<file path="src/design/ocd_params.svh">
// register indices, field positions, reset values and codes of the divider
// configuration block; included by the package users, holds no logic
`ifndef OCD_PARAMS_SVH
`define OCD_PARAMS_SVH

// register indices; byte address is four times the index
`define IDX_CNT0 10'h190
`define IDX_START0 10'h191
`define IDX_ROUTE0 10'h192
`define IDX_CNT1 10'h193
`define IDX_CTL1 10'h194
`define IDX_SRCSEL 10'h1E1
`define IDX_STATUS 10'h1F0

// field positions
`define LOW_MSB 7
`define LOW_LSB 4
`define HIGH_MSB 3
`define HIGH_LSB 0
`define PH_MSB 3
`define PH_LSB 0
`define BIT_START 4
`define BIT_FORCE 5
`define BIT_NOSYNC 6
`define BIT_BYPASS 7
`define BIT_DIRECT 1
`define BIT_DCC_OFF 0

// reset values
`define RST_REG8 8'h00
`define RST_SRCSEL 2'h0

// source-select codes
`define SRC_EXT 2'h0
`define SRC_OSC 2'h2

// bus answers
`define RESP_OKAY 2'h0
`define RESP_DECERR 2'h3

`endif

</file>
<file path="src/design/ocd_pkg.sv">
// types shared by the divider configuration block
// assumes ocd_params.svh is compiled alongside
package ocd_pkg;

  typedef enum logic [1:0] {
    DV_WAIT = 2'b00,
    DV_LOW = 2'b01,
    DV_HIGH = 2'b10
  } div_phase_t;

  typedef struct packed {
    div_phase_t ph;
    logic [4:0] cnt;
    logic src_q;
    logic run_lvl;
    logic out;
  } div_state_t;

  typedef struct packed {
    logic a;
    logic b;
  } pair_state_t;

  typedef struct packed {
    logic [7:0] cnt0;
    logic [7:0] start0;
    logic [7:0] route0;
    logic [7:0] cnt1;
    logic [7:0] ctl1;
    logic [1:0] srcsel;
    logic awready;
    logic wready;
    logic aw_have;
    logic w_have;
    logic [9:0] aw_idx;
    logic [7:0] wbyte;
    logic wlane0;
    logic bvalid;
    logic [1:0] bresp;
    logic arready;
    logic ar_have;
    logic [9:0] ar_idx;
    logic rvalid;
    logic [1:0] rresp;
    logic [31:0] rdata;
    logic p1a;
    logic p1b;
  } top_state_t;

endpackage

</file>
<file path="src/design/div_cfg_if.sv">
// settings and result of one integer divider
// driven by the register block, read by div_core
`timescale 1ns/100ps
`default_nettype none
interface div_cfg_if;
  logic [3:0] low_cnt;
  logic [3:0] high_cnt;
  logic [3:0] phase;
  logic start_high;
  logic dcc_en;
  logic bypass;
  logic hold;
  logic force_high;
  logic src_level;
  logic div_out;
  modport ctrl (
    output low_cnt, high_cnt, phase, start_high, dcc_en, bypass, hold,
    output force_high, src_level,
    input div_out
  );
  modport core (
    input low_cnt, high_cnt, phase, start_high, dcc_en, bypass, hold,
    input force_high, src_level,
    output div_out
  );
endinterface // div_cfg_if
`default_nettype wire

</file>
<file path="src/design/output_channel_divider_config.sv">
// register block and AXI4-Lite slave for two clock dividers and two pairs
// assumes aclk at 20 MHz, source clock levels sampled on aclk
//
// Overview of operation
// start-level bit clear starts divider 0 low, set starts it high
// divider 0 has a four-bit phase offset in bits 3..0, reset zero
// routing bit 1 clear: both pair 0 outputs come from divider 0
// direct bit set with source 10: oscillator drives pair 0 undivided
// direct bit set with source 00: external clock drives pair 0
// source 01: direct bit changes nothing
// routing bit 0 clear enables duty correction on divider 0
// divider 1 low time is bits 7..4 plus one input cycles
// divider 1 high time is bits 3..0 plus one input cycles
// divider 1 bypass bit passes its input straight to its output
// divider 1 bypass resets clear, so the divider is in use
// bit 6 clear obeys chip sync, set ignores it
// bit 5 forces divider 1 high, needs ignore-sync set too
// start-level bit sits at bit 4
// period is low count plus one plus high count plus one
//
// Implementation choice: register access over AXI4-Lite.
`timescale 1ns/100ps
`default_nettype none
`include "ocd_params.svh"
module output_channel_divider_config (
  input wire logic aclk,
  input wire logic aresetn,
  input wire logic [11:0] awaddr,
  input wire logic awvalid,
  output logic awready,
  input wire logic [31:0] wdata,
  input wire logic [3:0] wstrb,
  input wire logic wvalid,
  output logic wready,
  output logic [1:0] bresp,
  output logic bvalid,
  input wire logic bready,
  input wire logic [11:0] araddr,
  input wire logic arvalid,
  output logic arready,
  output logic [31:0] rdata,
  output logic [1:0] rresp,
  output logic rvalid,
  input wire logic rready,
  input wire logic osc_clk_level,
  input wire logic ext_clk_level,
  input wire logic sync_n,
  output logic pair0_output_a,
  output logic pair0_output_b,
  output logic pair1_output_a,
  output logic pair1_output_b
);
  ocd_pkg::top_state_t s_r;
  ocd_pkg::top_state_t s_nxt;
  logic [31:0] rd_val;
  logic rd_hit;
  logic wr_hit;
  logic div_src;
  logic sync_active;

  div_cfg_if d0 ();
  div_cfg_if d1 ();

  // ****************************************************************
  // divider settings
  // ****************************************************************
  assign div_src = s_r.srcsel[1] ? osc_clk_level : ext_clk_level;
  assign sync_active = ~sync_n;

  assign d0.low_cnt = s_r.cnt0[`LOW_MSB:`LOW_LSB];
  assign d0.high_cnt = s_r.cnt0[`HIGH_MSB:`HIGH_LSB];
  assign d0.phase = s_r.start0[`PH_MSB:`PH_LSB];
  assign d0.start_high = s_r.start0[`BIT_START];
  assign d0.dcc_en = ~s_r.route0[`BIT_DCC_OFF];
  assign d0.bypass = 1'b0;
  assign d0.hold = sync_active;
  assign d0.force_high = 1'b0;
  assign d0.src_level = div_src;

  assign d1.low_cnt = s_r.cnt1[`LOW_MSB:`LOW_LSB];
  assign d1.high_cnt = s_r.cnt1[`HIGH_MSB:`HIGH_LSB];
  assign d1.phase = s_r.ctl1[`PH_MSB:`PH_LSB];
  assign d1.start_high = s_r.ctl1[`BIT_START];
  assign d1.dcc_en = 1'b0;
  assign d1.bypass = s_r.ctl1[`BIT_BYPASS];
  assign d1.hold = sync_active & ~s_r.ctl1[`BIT_NOSYNC];
  // forcing only acts with sync ignored
  assign d1.force_high = s_r.ctl1[`BIT_FORCE]
    & s_r.ctl1[`BIT_NOSYNC];
  assign d1.src_level = div_src;

  div_core u_div0 (
    .aclk(aclk),
    .aresetn(aresetn),
    .cfg(d0.core)
  );

  div_core u_div1 (
    .aclk(aclk),
    .aresetn(aresetn),
    .cfg(d1.core)
  );

  // ****************************************************************
  // output routing
  // ****************************************************************
  pair_router u_pair0 (
    .aclk(aclk),
    .aresetn(aresetn),
    .direct(s_r.route0[`BIT_DIRECT]),
    .src_sel(s_r.srcsel),
    .osc_level(osc_clk_level),
    .ext_level(ext_clk_level),
    .div_level(d0.div_out),
    .out_a(pair0_output_a),
    .out_b(pair0_output_b)
  );

  assign pair1_output_a = s_r.p1a;
  assign pair1_output_b = s_r.p1b;

  // ****************************************************************
  // bus outputs
  // ****************************************************************
  assign awready = s_r.awready;
  assign wready = s_r.wready;
  assign bvalid = s_r.bvalid;
  assign bresp = s_r.bresp;
  assign arready = s_r.arready;
  assign rvalid = s_r.rvalid;
  assign rresp = s_r.rresp;
  assign rdata = s_r.rdata;

  // ****************************************************************
  // read decode
  // ****************************************************************
  always_comb begin
    rd_hit = 1'b1;
    rd_val = 32'h0000_0000;
    if (s_r.ar_idx == `IDX_CNT0) begin
      rd_val = {24'h00_0000, s_r.cnt0};
    end else if (s_r.ar_idx == `IDX_START0) begin
      rd_val = {24'h00_0000, s_r.start0};
    end else if (s_r.ar_idx == `IDX_ROUTE0) begin
      rd_val = {24'h00_0000, s_r.route0};
    end else if (s_r.ar_idx == `IDX_CNT1) begin
      rd_val = {24'h00_0000, s_r.cnt1};
    end else if (s_r.ar_idx == `IDX_CTL1) begin
      rd_val = {24'h00_0000, s_r.ctl1};
    end else if (s_r.ar_idx == `IDX_SRCSEL) begin
      rd_val = {30'h0000_0000, s_r.srcsel};
    end else if (s_r.ar_idx == `IDX_STATUS) begin
      // live levels: inverted sync pin, divider results, pair outputs
      rd_val = {26'h000_0000, sync_active, d1.div_out, d0.div_out,
        s_r.p1a, pair0_output_b, pair0_output_a};
    end else begin
      rd_hit = 1'b0;
    end
  end

  // ****************************************************************
  // bus handshakes and register writes
  // ****************************************************************
  always_comb begin
    s_nxt = s_r;
    wr_hit = 1'b1;
    s_nxt.p1a = d1.div_out;
    s_nxt.p1b = d1.div_out;

    if (awvalid && s_r.awready) begin
      s_nxt.aw_have = 1'b1;
      s_nxt.aw_idx = awaddr[11:2];
    end
    if (wvalid && s_r.wready) begin
      s_nxt.w_have = 1'b1;
      s_nxt.wbyte = wdata[7:0];
      s_nxt.wlane0 = wstrb[0];
    end

    if (s_r.aw_have && s_r.w_have && !s_r.bvalid) begin
      s_nxt.aw_have = 1'b0;
      s_nxt.w_have = 1'b0;
      s_nxt.bvalid = 1'b1;
      if (s_r.aw_idx == `IDX_CNT0) begin
        if (s_r.wlane0) s_nxt.cnt0 = s_r.wbyte;
      end else if (s_r.aw_idx == `IDX_START0) begin
        if (s_r.wlane0) s_nxt.start0 = s_r.wbyte;
      end else if (s_r.aw_idx == `IDX_ROUTE0) begin
        if (s_r.wlane0) s_nxt.route0 = s_r.wbyte;
      end else if (s_r.aw_idx == `IDX_CNT1) begin
        if (s_r.wlane0) s_nxt.cnt1 = s_r.wbyte;
      end else if (s_r.aw_idx == `IDX_CTL1) begin
        if (s_r.wlane0) s_nxt.ctl1 = s_r.wbyte;
      end else if (s_r.aw_idx == `IDX_SRCSEL) begin
        if (s_r.wlane0) s_nxt.srcsel = s_r.wbyte[1:0];
      end else begin
        wr_hit = 1'b0;
      end
      s_nxt.bresp = wr_hit ? `RESP_OKAY : `RESP_DECERR;
    end else if (s_r.bvalid && bready) begin
      s_nxt.bvalid = 1'b0;
    end
    // one write in flight: stall both channels until the answer is taken
    s_nxt.awready = ~s_nxt.aw_have & ~s_nxt.bvalid;
    s_nxt.wready = ~s_nxt.w_have & ~s_nxt.bvalid;

    if (arvalid && s_r.arready) begin
      s_nxt.ar_have = 1'b1;
      s_nxt.ar_idx = araddr[11:2];
    end
    if (s_r.ar_have) begin
      s_nxt.ar_have = 1'b0;
      s_nxt.rvalid = 1'b1;
      s_nxt.rdata = rd_val;
      s_nxt.rresp = rd_hit ? `RESP_OKAY : `RESP_DECERR;
    end else if (s_r.rvalid && rready) begin
      s_nxt.rvalid = 1'b0;
    end
    s_nxt.arready = ~s_nxt.ar_have & ~s_nxt.rvalid;
  end

  always_ff @(posedge aclk) begin
    if (!aresetn) begin
      s_r <= '0;
      s_r.cnt0 <= `RST_REG8;
      s_r.start0 <= `RST_REG8;
      s_r.route0 <= `RST_REG8;
      s_r.cnt1 <= `RST_REG8;
      s_r.ctl1 <= `RST_REG8;
      s_r.srcsel <= `RST_SRCSEL;
    end else begin
      s_r <= s_nxt;
    end
  end
endmodule // output_channel_divider_config
`default_nettype wire

</file>
<file path="src/design/div_core.sv">
// one integer divider counting rising edges of a sampled source level
// assumes the source level is synchronous to aclk and slower than aclk/2
`timescale 1ns/100ps
`default_nettype none
module div_core (
  input wire logic aclk,
  input wire logic aresetn,
  div_cfg_if.core cfg
);
  ocd_pkg::div_state_t s_r;
  ocd_pkg::div_state_t s_nxt;
  logic [5:0] total;
  logic [4:0] hlen;
  logic [4:0] llen;
  logic rise;

  assign cfg.div_out = s_r.out;

  always_comb begin
    total = 6'(cfg.low_cnt) + 6'(cfg.high_cnt) + 6'h02;
    if (cfg.dcc_en) begin
      hlen = 5'(total >> 1);
    end else begin
      hlen = 5'(cfg.high_cnt) + 5'h01;
    end
    llen = 5'(total - 6'(hlen));
    rise = cfg.src_level & ~s_r.src_q;
    s_nxt = s_r;
    s_nxt.src_q = cfg.src_level;
    if (cfg.hold || cfg.bypass) begin
      // restart point: phase delay then start level
      s_nxt.ph = ocd_pkg::DV_WAIT;
      s_nxt.cnt = 5'(cfg.phase);
      s_nxt.run_lvl = cfg.start_high;
    end else if (rise) begin
      case (s_r.ph)
        ocd_pkg::DV_WAIT: begin
          if (s_r.cnt == 5'h00) begin
            s_nxt.ph = cfg.start_high ? ocd_pkg::DV_HIGH : ocd_pkg::DV_LOW;
            s_nxt.cnt = cfg.start_high ? hlen - 5'h01 : llen - 5'h01;
            s_nxt.run_lvl = cfg.start_high;
          end else begin
            s_nxt.cnt = s_r.cnt - 5'h01;
          end
        end
        ocd_pkg::DV_LOW: begin
          if (s_r.cnt == 5'h00) begin
            s_nxt.ph = ocd_pkg::DV_HIGH;
            s_nxt.cnt = hlen - 5'h01;
            s_nxt.run_lvl = 1'b1;
          end else begin
            s_nxt.cnt = s_r.cnt - 5'h01;
          end
        end
        ocd_pkg::DV_HIGH: begin
          if (s_r.cnt == 5'h00) begin
            s_nxt.ph = ocd_pkg::DV_LOW;
            s_nxt.cnt = llen - 5'h01;
            s_nxt.run_lvl = 1'b0;
          end else begin
            s_nxt.cnt = s_r.cnt - 5'h01;
          end
        end
        default: begin
          s_nxt.ph = ocd_pkg::DV_WAIT;
        end
      endcase
    end else if (s_r.ph == ocd_pkg::DV_WAIT) begin
      s_nxt.run_lvl = cfg.start_high;
    end
    if (cfg.force_high) begin
      s_nxt.out = 1'b1;
    end else if (cfg.bypass) begin
      s_nxt.out = cfg.src_level;
    end else begin
      s_nxt.out = s_nxt.run_lvl;
    end
  end

  always_ff @(posedge aclk) begin
    if (!aresetn) begin
      s_r <= '0;
    end else begin
      s_r <= s_nxt;
    end
  end
endmodule // div_core
`default_nettype wire

</file>
<file path="src/design/pair_router.sv">
// drives both outputs of a pair from the divider or straight from a source
// assumes all levels are synchronous to aclk
`timescale 1ns/100ps
`default_nettype none
`include "ocd_params.svh"
module pair_router (
  input wire logic aclk,
  input wire logic aresetn,
  input wire logic direct,
  input wire logic [1:0] src_sel,
  input wire logic osc_level,
  input wire logic ext_level,
  input wire logic div_level,
  output logic out_a,
  output logic out_b
);
  ocd_pkg::pair_state_t s_r;
  ocd_pkg::pair_state_t s_nxt;
  logic lvl;

  assign out_a = s_r.a;
  assign out_b = s_r.b;

  always_comb begin
    if (direct && src_sel == `SRC_OSC) begin
      lvl = osc_level;
    end else if (direct && src_sel == `SRC_EXT) begin
      lvl = ext_level;
    end else begin
      lvl = div_level;
    end
    s_nxt.a = lvl;
    s_nxt.b = lvl;
  end

  always_ff @(posedge aclk) begin
    if (!aresetn) begin
      s_r <= '0;
    end else begin
      s_r <= s_nxt;
    end
  end
endmodule // pair_router
`default_nettype wire

</file>
<file path="config.mk">
export PLATFORM = sky130hd
export DESIGN_NAME = output_channel_divider_config
export DESIGN_NICKNAME = d
export VERILOG_FILES = /design/src/design/ocd_pkg.sv /design/src/design/div_cfg_if.sv /design/src/design/output_channel_divider_config.sv /design/src/design/div_core.sv /design/src/design/pair_router.sv
export VERILOG_INCLUDE_DIRS = /design/src /design/src/design
export SDC_FILE = /design/constraint.sdc
export NUM_CORES = 1
export LEC_CHECK = 0
export BUFFER_PORTS_ARGS = -buffer_cell sky130_fd_sc_hd__buf_2
export CAP_MARGIN = 20
export CORE_ASPECT_RATIO = 0.7
export CORE_MARGIN = 2
export CORE_UTILIZATION = 52
export DETAILED_ROUTE_END_ITERATION = 8
export PLACE_DENSITY = 0.77
export SETUP_SLACK_MARGIN = 0.05
export SLEW_MARGIN = 20
export SYNTH_ARGS = -nofsm -noshare
export SYNTH_HDL_FRONTEND = slang
export SYNTH_HIERARCHICAL = 1
export SYNTH_SLANG_ARGS = --single-unit
</file>
<file path="constraint.sdc">
create_clock -name aclk -period 3.1 [get_ports aclk]
set_clock_uncertainty 0.05 [all_clocks]
set_input_delay 0 -clock aclk [delete_from_list [all_inputs] [get_ports aclk]]
set_output_delay 0 -clock aclk [all_outputs]
set_load 0.01 [all_outputs]
</file>
* Yosys cells after proc, flatten, opt, wreduce, memory -nomap -nowiden *
Cells that the tools add are included.

cells by class
  mux-type cells = 76
  $add $sub $neg = 14
  reductions and logical operators = 35
  equal/unequal tests = 30
  bitwise gates (word level) = 20

operators by type and width
  operator                                                number
  equality test 10 x 9 -> 1 bit (second input constant)   13
  2-to-1 mux 5 bit                                        9
  2-to-1 mux 8 bit                                        5
  2-to-1 mux 1 bit                                        38
  one-hot mux 5 bit (3 select lines)                      2
  subtractor 5 x 1 -> 5 bit (second input constant)       6
  2-to-1 mux 2 bit                                        11
  2-to-1 mux 4 bit                                        4
  inequality test 2 x 1 -> 1 bit (second input constant)  7
  inverter 1 bit                                          14
  2-to-1 mux 6 bit                                        2
  inequality test 4 bit (second input constant)           3
  one-hot mux 2 bit (3 select lines)                      2
  AND reduction 4 bit                                     3
  2-to-1 mux 11 bit                                       1
  adder 4 x 1 -> 5 bit (second input constant)            2
  adder 4 x 4 -> 5 bit                                    2
  zero test 5 bit                                         2
  AND reduction 2 bit                                     5
  AND reduction 5 bit                                     2
  subtractor 5 bit                                        2
  logical AND 1 bit                                       9
  AND reduction 8 bit                                     1
  AND reduction 7 bit                                     1
  17 further kinds                                        29

storage, ports and cells
  output and inout bits = 45
  flip-flop bits (word level) = 135
  word-level logic and storage cells = 208

* Logic depth before layout (Yosys ltp) *
Gate-level depths: netlist of run 1.

  word-level depth = 10
  mapped depth = 14
  depth with buffers taken out = 14

* Modules after synthesis *
Netlist of run 1, hierarchy kept.

by module, submodules not included
  module                         times used  area an instance (µm²)  cells an instance
  output_channel_divider_config  1           4325.4                  507
  div_core (u_div1)              1           1390.1                  166
  div_core (u_div0)              1           1315.0                  170
  pair_router                    1           61.3                    6

* Worst setup path before layout of run 1 *
OpenSTA, ideal clock, no wires.

  kind = reg2reg
  start point = reg s_r, in the netlist d0.high_cnt[1]
  end point = reg u_div0/s_r[7] (netlist bit)
  setup slack = -0.319 ns
  stages on the path, launching flop included = 14
  buffers on the path = 0
  required time = 2.962 ns
  arrival = 3.281 ns
  period minus slack after synthesis = 3.419 ns
  cells stage by stage = dfxtp_1 > inv_1 > ha_1 > inv_1 > ha_1 > fa_1 > mux2i_1 > fa_1 > and2b_2 > a221oi_1 > a221oi_2 > xnor2_1 > nand3_1 > a311oi_2

between the ends
  word-level cells in the longest chain between the ends = 8
  elaborated cells between the ends (all ways) = 12

RTL lines
  element                               RTL line                              text
  start: declaration                    output_channel_divider_config.sv:53   ocd_pkg::top_state_t s_r;
  start signal: assignment              output_channel_divider_config.sv:232  s_r <= s_nxt;
  adder 4 x 4 -> 5 bit                  div_core.sv:20                        total = 6'(cfg.low_cnt) + 6'(cfg.high_cnt) + 6'h02;
  adder 5 x 2 -> 6 bit                  div_core.sv:20
  2-to-1 mux 5 bit                      div_core.sv:21                        if (cfg.dcc_en) begin
  subtractor 5 bit                      div_core.sv:26                        llen = 5'(total - 6'(hlen));
  subtractor 5 x 1 -> 5 bit             div_core.sv:40, div_core.sv:58
  2-to-1 mux 5 bit                      div_core.sv:40                        s_nxt.cnt = cfg.start_high ? hlen - 5'h01 : llen - 5'h01;
  2-to-1 mux 5 bit                      div_core.sv:38                        if (s_r.cnt == 5'h00) begin
  one-hot mux 5 bit (3 select lines) *  div_core.sv:36                        case (s_r.ph)
  end signal: assignment                div_core.sv:84                        s_r <= s_nxt;
  end: declaration                      div_core.sv:10                        ocd_pkg::div_state_t s_r;

Every way passes the cells marked *; elsewhere a longest branch is shown, timed or not.
A chain may end at the register's enable or synchronous reset.

* Worst setup path in the final report of run 1 *
  start point = reg s_r, in the netlist d0.low_cnt[1]
  end point = reg u_div0/s_r[7] (netlist bit)

between the ends
  word-level cells in the longest chain between the ends = 8
  elaborated cells between the ends (all ways) = 11

RTL lines
  element                               RTL line
  adder 4 x 4 -> 5 bit *                div_core.sv:20
  adder 5 x 2 -> 6 bit *                div_core.sv:20
  2-to-1 mux 5 bit                      div_core.sv:21
  subtractor 5 bit                      div_core.sv:26
  subtractor 5 x 1 -> 5 bit             div_core.sv:40, div_core.sv:58
  2-to-1 mux 5 bit                      div_core.sv:40
  2-to-1 mux 5 bit                      div_core.sv:38
  one-hot mux 5 bit (3 select lines) *  div_core.sv:36

Marked as above.

==> results.md, run 1 <==
* Detailed-placement wirelength estimate at roughly 13 mm
* Die W at roughly 140 um
* Register area share after synthesis at 0.313
* Post-synthesis average cell area at roughly 8.4 um2
* CTS root buf: clkbuf_16
* Max Cap Violations at 0
* Final Wtd Congestion at just under 1
* Overflow after GRT at 0
* Io pins at about 120
* Period utilization at 1.01
* CTS tree: built
* Worst hold path class: primary input to flop
* End-of-flow core utilization at 0.618
* # port buffers at a little under 60
* DRC at 0
* Average vias per placed instance at 5.67
* Total number of vias at 6,384
* Flops & latches, synth at around 110
* Die H at 102 um
* Layout cell share with drive strength beyond 1 at 0.178
* Final Hold Fails at 1
* Power density over cell area at roughly 380 nW/um2
* Initial Util at 0.536
* Gate Count Post-Synth at about 850
* Hold Path Cell Cnt at 2
* Avg WL per Cell at roughly 16 um
* Slew @ Worst Pin at around 0.56 ns
* Violated checks: hold timing, setup timing
* Final Critical Period at roughly 3.1 ns
* WS Path Type: flop to flop
* Number of global-route vias before repair at 5,799
* Std-Cell Core Area at around 13,000 um2
* Most frequent cells in the layout: nand2_1, dfxtp_1, buf_2, nand3_1, nor2_1
* Yosys warns at 6
* Commonest non-fill, non-tap cell in the layout: nand2_1
* Total CTS buffers at 9
* First-pass GRT wire length at 29.5 mm
* Synth-to-Final Area Change at 15.2%
* Depth of the CTS H-tree at 3
* Clock Sinks at between 100 and 150
* Ant diodes at 0
* Pins Over Slew Limit at 0
* First-pass iteration count of the detailed router at 5
* Clk_lat worst skew at 0.36 ns
* Drt total wl at about 18 mm
* Crit end category: flop
* Worst r2r src: d0.low_cnt[1]
* Hold Path End: u_div0/cfg.div_out
* VDD IR max at roughly 0.35 mV
* Synth unique cells at 93
* Startpoint class of the critical path: flop
* Starting DRT DRC Count at between 500 and 600
* CP required at roughly 3.3 ns
* Layout net count at 1,045
* # rows at 35
* Finish-stage setup viols at 1
* Outcome: finished with violations
* Async set-or-reset flop fraction in the synthesized netlist at 0
* Largest net degree at the start of global routing at just over 80
* Post-synth EDFFs at 0
* Initial antenna violation count at 0
* Crit-path max FO at 3
* GRT Total Usage at 0.255
* R2R Path End: u_div0/s_r[7]
* Antenna viol nets, final at 0
* Sum Neg Setup Slack at -0.0182 ns
* Worst hold start: aresetn
* Arr. time, crit path at between 3 and 4 ns
* P_leak at 3.32 nW
* FF-to-FF path depth at 13
* Syn Std Cell Area at a little over 7000 um2
* Fmax at between 300 and 400 MHz
* Setup ws final at -0.0182 ns
* Max clock buf depth at 2
* Top_reg_cell synth: dfxtp_1
* FF-to-FF setup slack at -0.02 ns
* Worst hold margin at -0.00141 ns
* Clock-pin slew on the worst setup and hold paths at around 0.080 ns
* Die ar. at 14,600 um2
* Final-layout fill cell count at approximately 1,200
* RSZ-0062 raised after global routing: yes
* Max-slew headroom at 0.620
[layer usage]
metal / global-route usage / wire [um] / share of wire / vias up
li1: - / - / - / 3144
met1: 0.372 / 8850 / 0.49 / 2997
met2: 0.392 / 7750 / 0.43 / 224
met3: 0.0558 / 1430 / 0.079 / 19
met4: 0.0452 / 184 / 0.010 / 0
met5: 0 / 0 / 0 / -
[stage by stage]
step / power [mW] / cells / instance area (um2) / setup slack [ns]
2_1_floorplan: 1.83 / 877 / 7220 / -0.0382
3_3_place_gp: 1.90 / 1075 / 7450 / -0.00891
3_5_place_dp: 1.90 / 1075 / 7450 / -0.0732
4_1_cts: 3.10 / 1125 / 8130 / -0.00690
5_1_grt: 3.22 / 1125 / 8170 / -0.136
6_report: 3.10 / 1125 / 8170 / -0.0182
[worst max-delay path, stage by stage, from the launching register on]
cell      delay, ns
dfxtp_2        0.34
inv_2          0.04
ha_4           0.25
inv_2          0.04
ha_4           0.16
fa_2           0.56
mux2i_4        0.09
fa_2           0.38
and2b_2        0.23
a221oi_2       0.06
a221oi_2       0.29
xnor2_1        0.12
o221a_1        0.26
a311oi_2       0.17
[flip-flops by register name, summed over array words and instances, names as in the netlist, 8 cells and up]
name	flops
s_r	47
u_div1/s_r	9
u_div0/s_r	9
rdata	8
[Yosys cell counts, drive strengths merged (4+ instances only)]
cell type    n  share of area
o21a         4         0.0042
o211ai       4         0.0042
nand2      118          0.063
o21ai       76          0.054
a211oi       8         0.0085
ha          36          0.064
a31oi        8         0.0071
nor3b        4         0.0090
buf         59          0.061
clkbuf      16          0.013
or2          4         0.0035
a21o        11          0.012
nor3        21          0.015
dfxtp      111           0.31
nand3       56          0.041
and3         9         0.0079
nand2b       8         0.0071
nor4b        6          0.011
a311oi       7         0.0095
o22ai        9         0.0079
and2        12          0.011
nor2b        6         0.0064
xnor2       10          0.012
nor2        50          0.027
a21oi       32          0.023
mux2i        9          0.015
xor2        13          0.021
nand4        8          0.011
a221oi      10          0.015
a21boi      32          0.034
fa           4          0.011
inv         31          0.016
[report_power, final]
group / switching [mW] / internal [mW] / total (mW)
registers: 0.0461 / 1.46 / 1.51
clock network: 0.602 / 0.582 / 1.18
logic: 0.236 / 0.173 / 0.409
[worst max-delay path by stage]
stage	from	to	slack (ns)	cells after the start
global placement	d0.low_cnt[1]	u_div0/s_r[7]	-0.009	13
CTS	d0.low_cnt[1]	u_div0/s_r[7]	-0.007	13
global route	d0.low_cnt[1]	u_div0/s_r[7]	-0.14	13
floorplan	d0.high_cnt[1]	u_div0/s_r[7]	-0.04	13
detailed placement	d0.low_cnt[1]	u_div0/s_r[7]	-0.07	13
finish	d0.low_cnt[1]	u_div0/s_r[7]	-0.02	13
[area by class of cell]
type,instances,area [um2],area share
clock buffer,9,225,0.0276
clock inverter,7,82.6,0.0101
inverter,31,116,0.0142
multi-input combinational,659,4420,0.541
sequential,111,2220,0.272
tap,185,231,0.0283
timing repair buffer,123,871,0.107
[cell families (layout without fill, tap and decap cells)]
family	count (synthesis)	after routing	share of synthesized area
and+or+nand+nor	324	324	0.246
adders and majority gates	42	42	0.0778
AOI/OAI and AO/OA	228	228	0.213
other	1	29	0.000529
buffers and inverters	107	170	0.0916
DFF	111	111	0.313
muxes	12	12	0.0213
xor gates and xnor gates	24	24	0.0363
[timing repair]
action | in CTS | in global routing
pin swaps | 4 | 3
hold buffers | 33 | 0
setup endpoints to repair | 4 | 4
hold endpoints to repair | 35 | 0
gates resized for setup | 10 | 8
buffers inserted | 1 | 0
(Power assumes the default switching activity.)
==> run 2, diff against run 1 <==
- clock period: 3.1 -> 2.8 ns (I/O delays scaled with it)
==> results.md, run 2 (synthesis gave the netlist of run 1 again) <==
* Initial Util at 0.536 (unchanged)
* GRT Total Usage at 0.255 (about the same)
* Io pins at 115 (unchanged)
* Crit-path max FO at 3 (unchanged)
* Worst r2r src: d0.low_cnt[1]
* CTS tree: built
* Die W at 144 um (unchanged)
* Slowest CP cell: fa_2
* Most frequent cells in the layout: nand2_1, dfxtp_1, buf_2, nand3_1, nor2_1
* First-pass GRT wire length at 29.4 mm (-0.44%)
* Arr. time, crit path at 3.34 ns (about the same)
* Design area at 8400 um2 (+2.8%)
* Worst path cell trace: inv_2 > ha_4 > inv_2 > ha_4 > fa_2 > mux2i_4 > fa_2 > and2b_2 > a221oi_2 > a221oi_2 > xnor2_1 > o221a_1 > a311oi_2
* Setup ws final at -0.308 ns (-0.290 ns)
* Outcome: finished with violations
* Final Hold Fails at 0 (-1)
* Max reg flops at 47 (unchanged)
* Drt total wl at 18.2 mm (about the same)
* Period utilization at 1.11 (+0.104)
* Starting DRT DRC Count at 544 (-5.6%)
* Die ar. at 14,600 um2 (unchanged)
* CTS root buf: clkbuf_16
* Commonest non-fill, non-tap cell in the layout: nand2_1
* Number of global-route vias before repair at 5,797 (-0.034%)
* CP required at 3.03 ns (-0.30 ns)
* Worst hold start: arvalid
* Largest net degree at the start of global routing at 61 (-25%)
* WP buf/inv at 2 (unchanged)
* WS Path Type: flop to flop
* Total number of vias at 6,337 (-0.74%)
* Synth-to-Final Area Change at 18.5%
* First-pass iteration count of the detailed router at 5 (unchanged)
* Largest registers: s_r (47), u_div0/s_r (9), u_div1/s_r (9)
* Average vias per placed instance at 5.55 (-2.2%)
* RSZ-0062 raised after global routing: yes
* Max clock buf depth at 2 (unchanged)
* Fmax at 322 MHz (+0.32%)
* Violated checks: setup timing
* Depth of the CTS H-tree at 3 (unchanged)
* Avg WL per Cell at 15.9 um (-1.5%)
* Total CTS buffers at 9 (unchanged)
* Crit end category: flop
* Worst hold path class: primary input to flop
* Setup crit start: d0.low_cnt[1]
* Overflow after GRT at 0 (unchanged)
* End-of-flow core utilization at 0.635 (+0.0175)
* Final Critical Period at 3.11 ns (-0.00991 ns)
* Std-Cell Core Area at 13,200 um2 (unchanged)
* Post-DP Area at 7560 um2 (+1.5%)
* Clock-pin slew on the worst setup and hold paths at 0.09 ns (about the same)
* # port buffers at 59 (unchanged)
* Clock Sinks at 111 (unchanged)
* Total chip power at 3.46 mW (+12%)
* Antenna viol nets, final at 0 (unchanged)
* Power density over cell area at 412 nW/um2 (+8.5%)
* # rows at 35 (unchanged)
* Max-slew headroom at 0.581 (-0.0384)
* Layout cell share with drive strength beyond 1 at 0.208 (+0.0303)
* DRC at 0 (unchanged)
* Finish-stage setup viols at 4 (+3)
* Clk_lat worst skew at 0.37 ns (about the same)
* Layout net count at 1,062 (+1.6%)
* Final Wtd Congestion at 1.00 (+0.64%)
* P_leak at 3.42 nW (+3.0%)
* Largest delay contributor family on the critical path: adder cells
* Detailed-placement wirelength estimate at 13.0 mm (-1.2%)
* Ant diodes at 0 (unchanged)
* Slowest cell delay on critical path at 0.56 ns (about the same)
* Pins Over Slew Limit at 0 (unchanged)
* Startpoint class of the critical path: flop
* Biggest register: s_r
* Slew @ Worst Pin at 0.626 ns (+0.0612 ns)
* VDD IR max at 0.358 mV (+2.3%)
* Initial antenna violation count at 0 (unchanged)
* Max Cap Violations at 0 (unchanged)
* Die H at 102 um (unchanged)
==> run 2: cell count changes in the layout (fill, tap and decap cells not counted), moves of 2 or more <==
cell / change
dfxtp_1: -3
dfxtp_2: +3
ha_4: +5
clkinv_8: +2
inv_8: -2
ha_1: -5
buf_6: +3
buf_4: +15
inv_1: -2
==> run 2: report_power, final <==
part	leakage (nW)	total [mW]	internal, mW	switching [mW]
logic	2.36	0.448	0.190	0.258
clock network	0.151	1.34	0.648	0.691
registers	0.904	1.67	1.62	0.0526
==> run 2: what timing repair did <==
item / 4_1_cts / 5_1_grt
hold endpoints to repair: 33 / 0
resized for setup: 21 / 13
endpoints found under the setup margin: 4 / 5
hold buffers: 33 / 0
buffers inserted: 4 / 1
pin swaps: 12 / 8
==> run 2: worst reg2reg max path, cell delays in order (launching register included) <==
cell and delay (ns):
dfxtp_2 0.34, inv_2 0.04, ha_4 0.25, inv_2 0.04
ha_4 0.16, fa_2 0.56, mux2i_4 0.09, fa_2 0.36
and2b_2 0.23, a221oi_2 0.06, a221oi_2 0.30, xnor2_1 0.12
o221a_1 0.27, a311oi_2 0.17
==> run 2: area by class of cell <==
class	instances	area [um2]
multi-input cells	659	4500
clock buffers	9	225
repair buffers	140	997
flip-flops and latches	111	2230
clock inverters	7	95.1
inverters	31	119
fillers	1129	4820
well taps	185	231
==> run 2: final timing paths <==
check / slack (ns) / depth (start not counted) / endpoint
setup / recovery: -0.31 / 13 / u_div0/s_r[7]
hold / removal: 0.06 / 3 / s_r[47]
setup reg to reg: -0.31 / 13 / u_div0/s_r[7]
hold reg to reg: 0.40 / 2 / rdata[3]
==> run 2: metrics by stage <==
step                setup TNS (ns)  std cells  hold slack (ns)  setup slack [ns]
floorplan                   -0.407        877           0.0646            -0.338
detailed placement          -0.853       1088            0.208            -0.380
global placement            -0.588       1088            0.202            -0.315
global route                 -1.29       1142           0.0795            -0.447
finish                      -0.805       1142           0.0585            -0.308
CTS                         -0.638       1141           0.0616            -0.304
==> run 2: routing by layer <==
metal / GRT usage / vias up / part of all wire
met5: 0 / - / 0
met4: 0.0437 / 0 / 0.0080
met3: 0.0596 / 12 / 0.082
met2: 0.387 / 233 / 0.42
met1: 0.375 / 2914 / 0.49
li1: - / 3178 / -
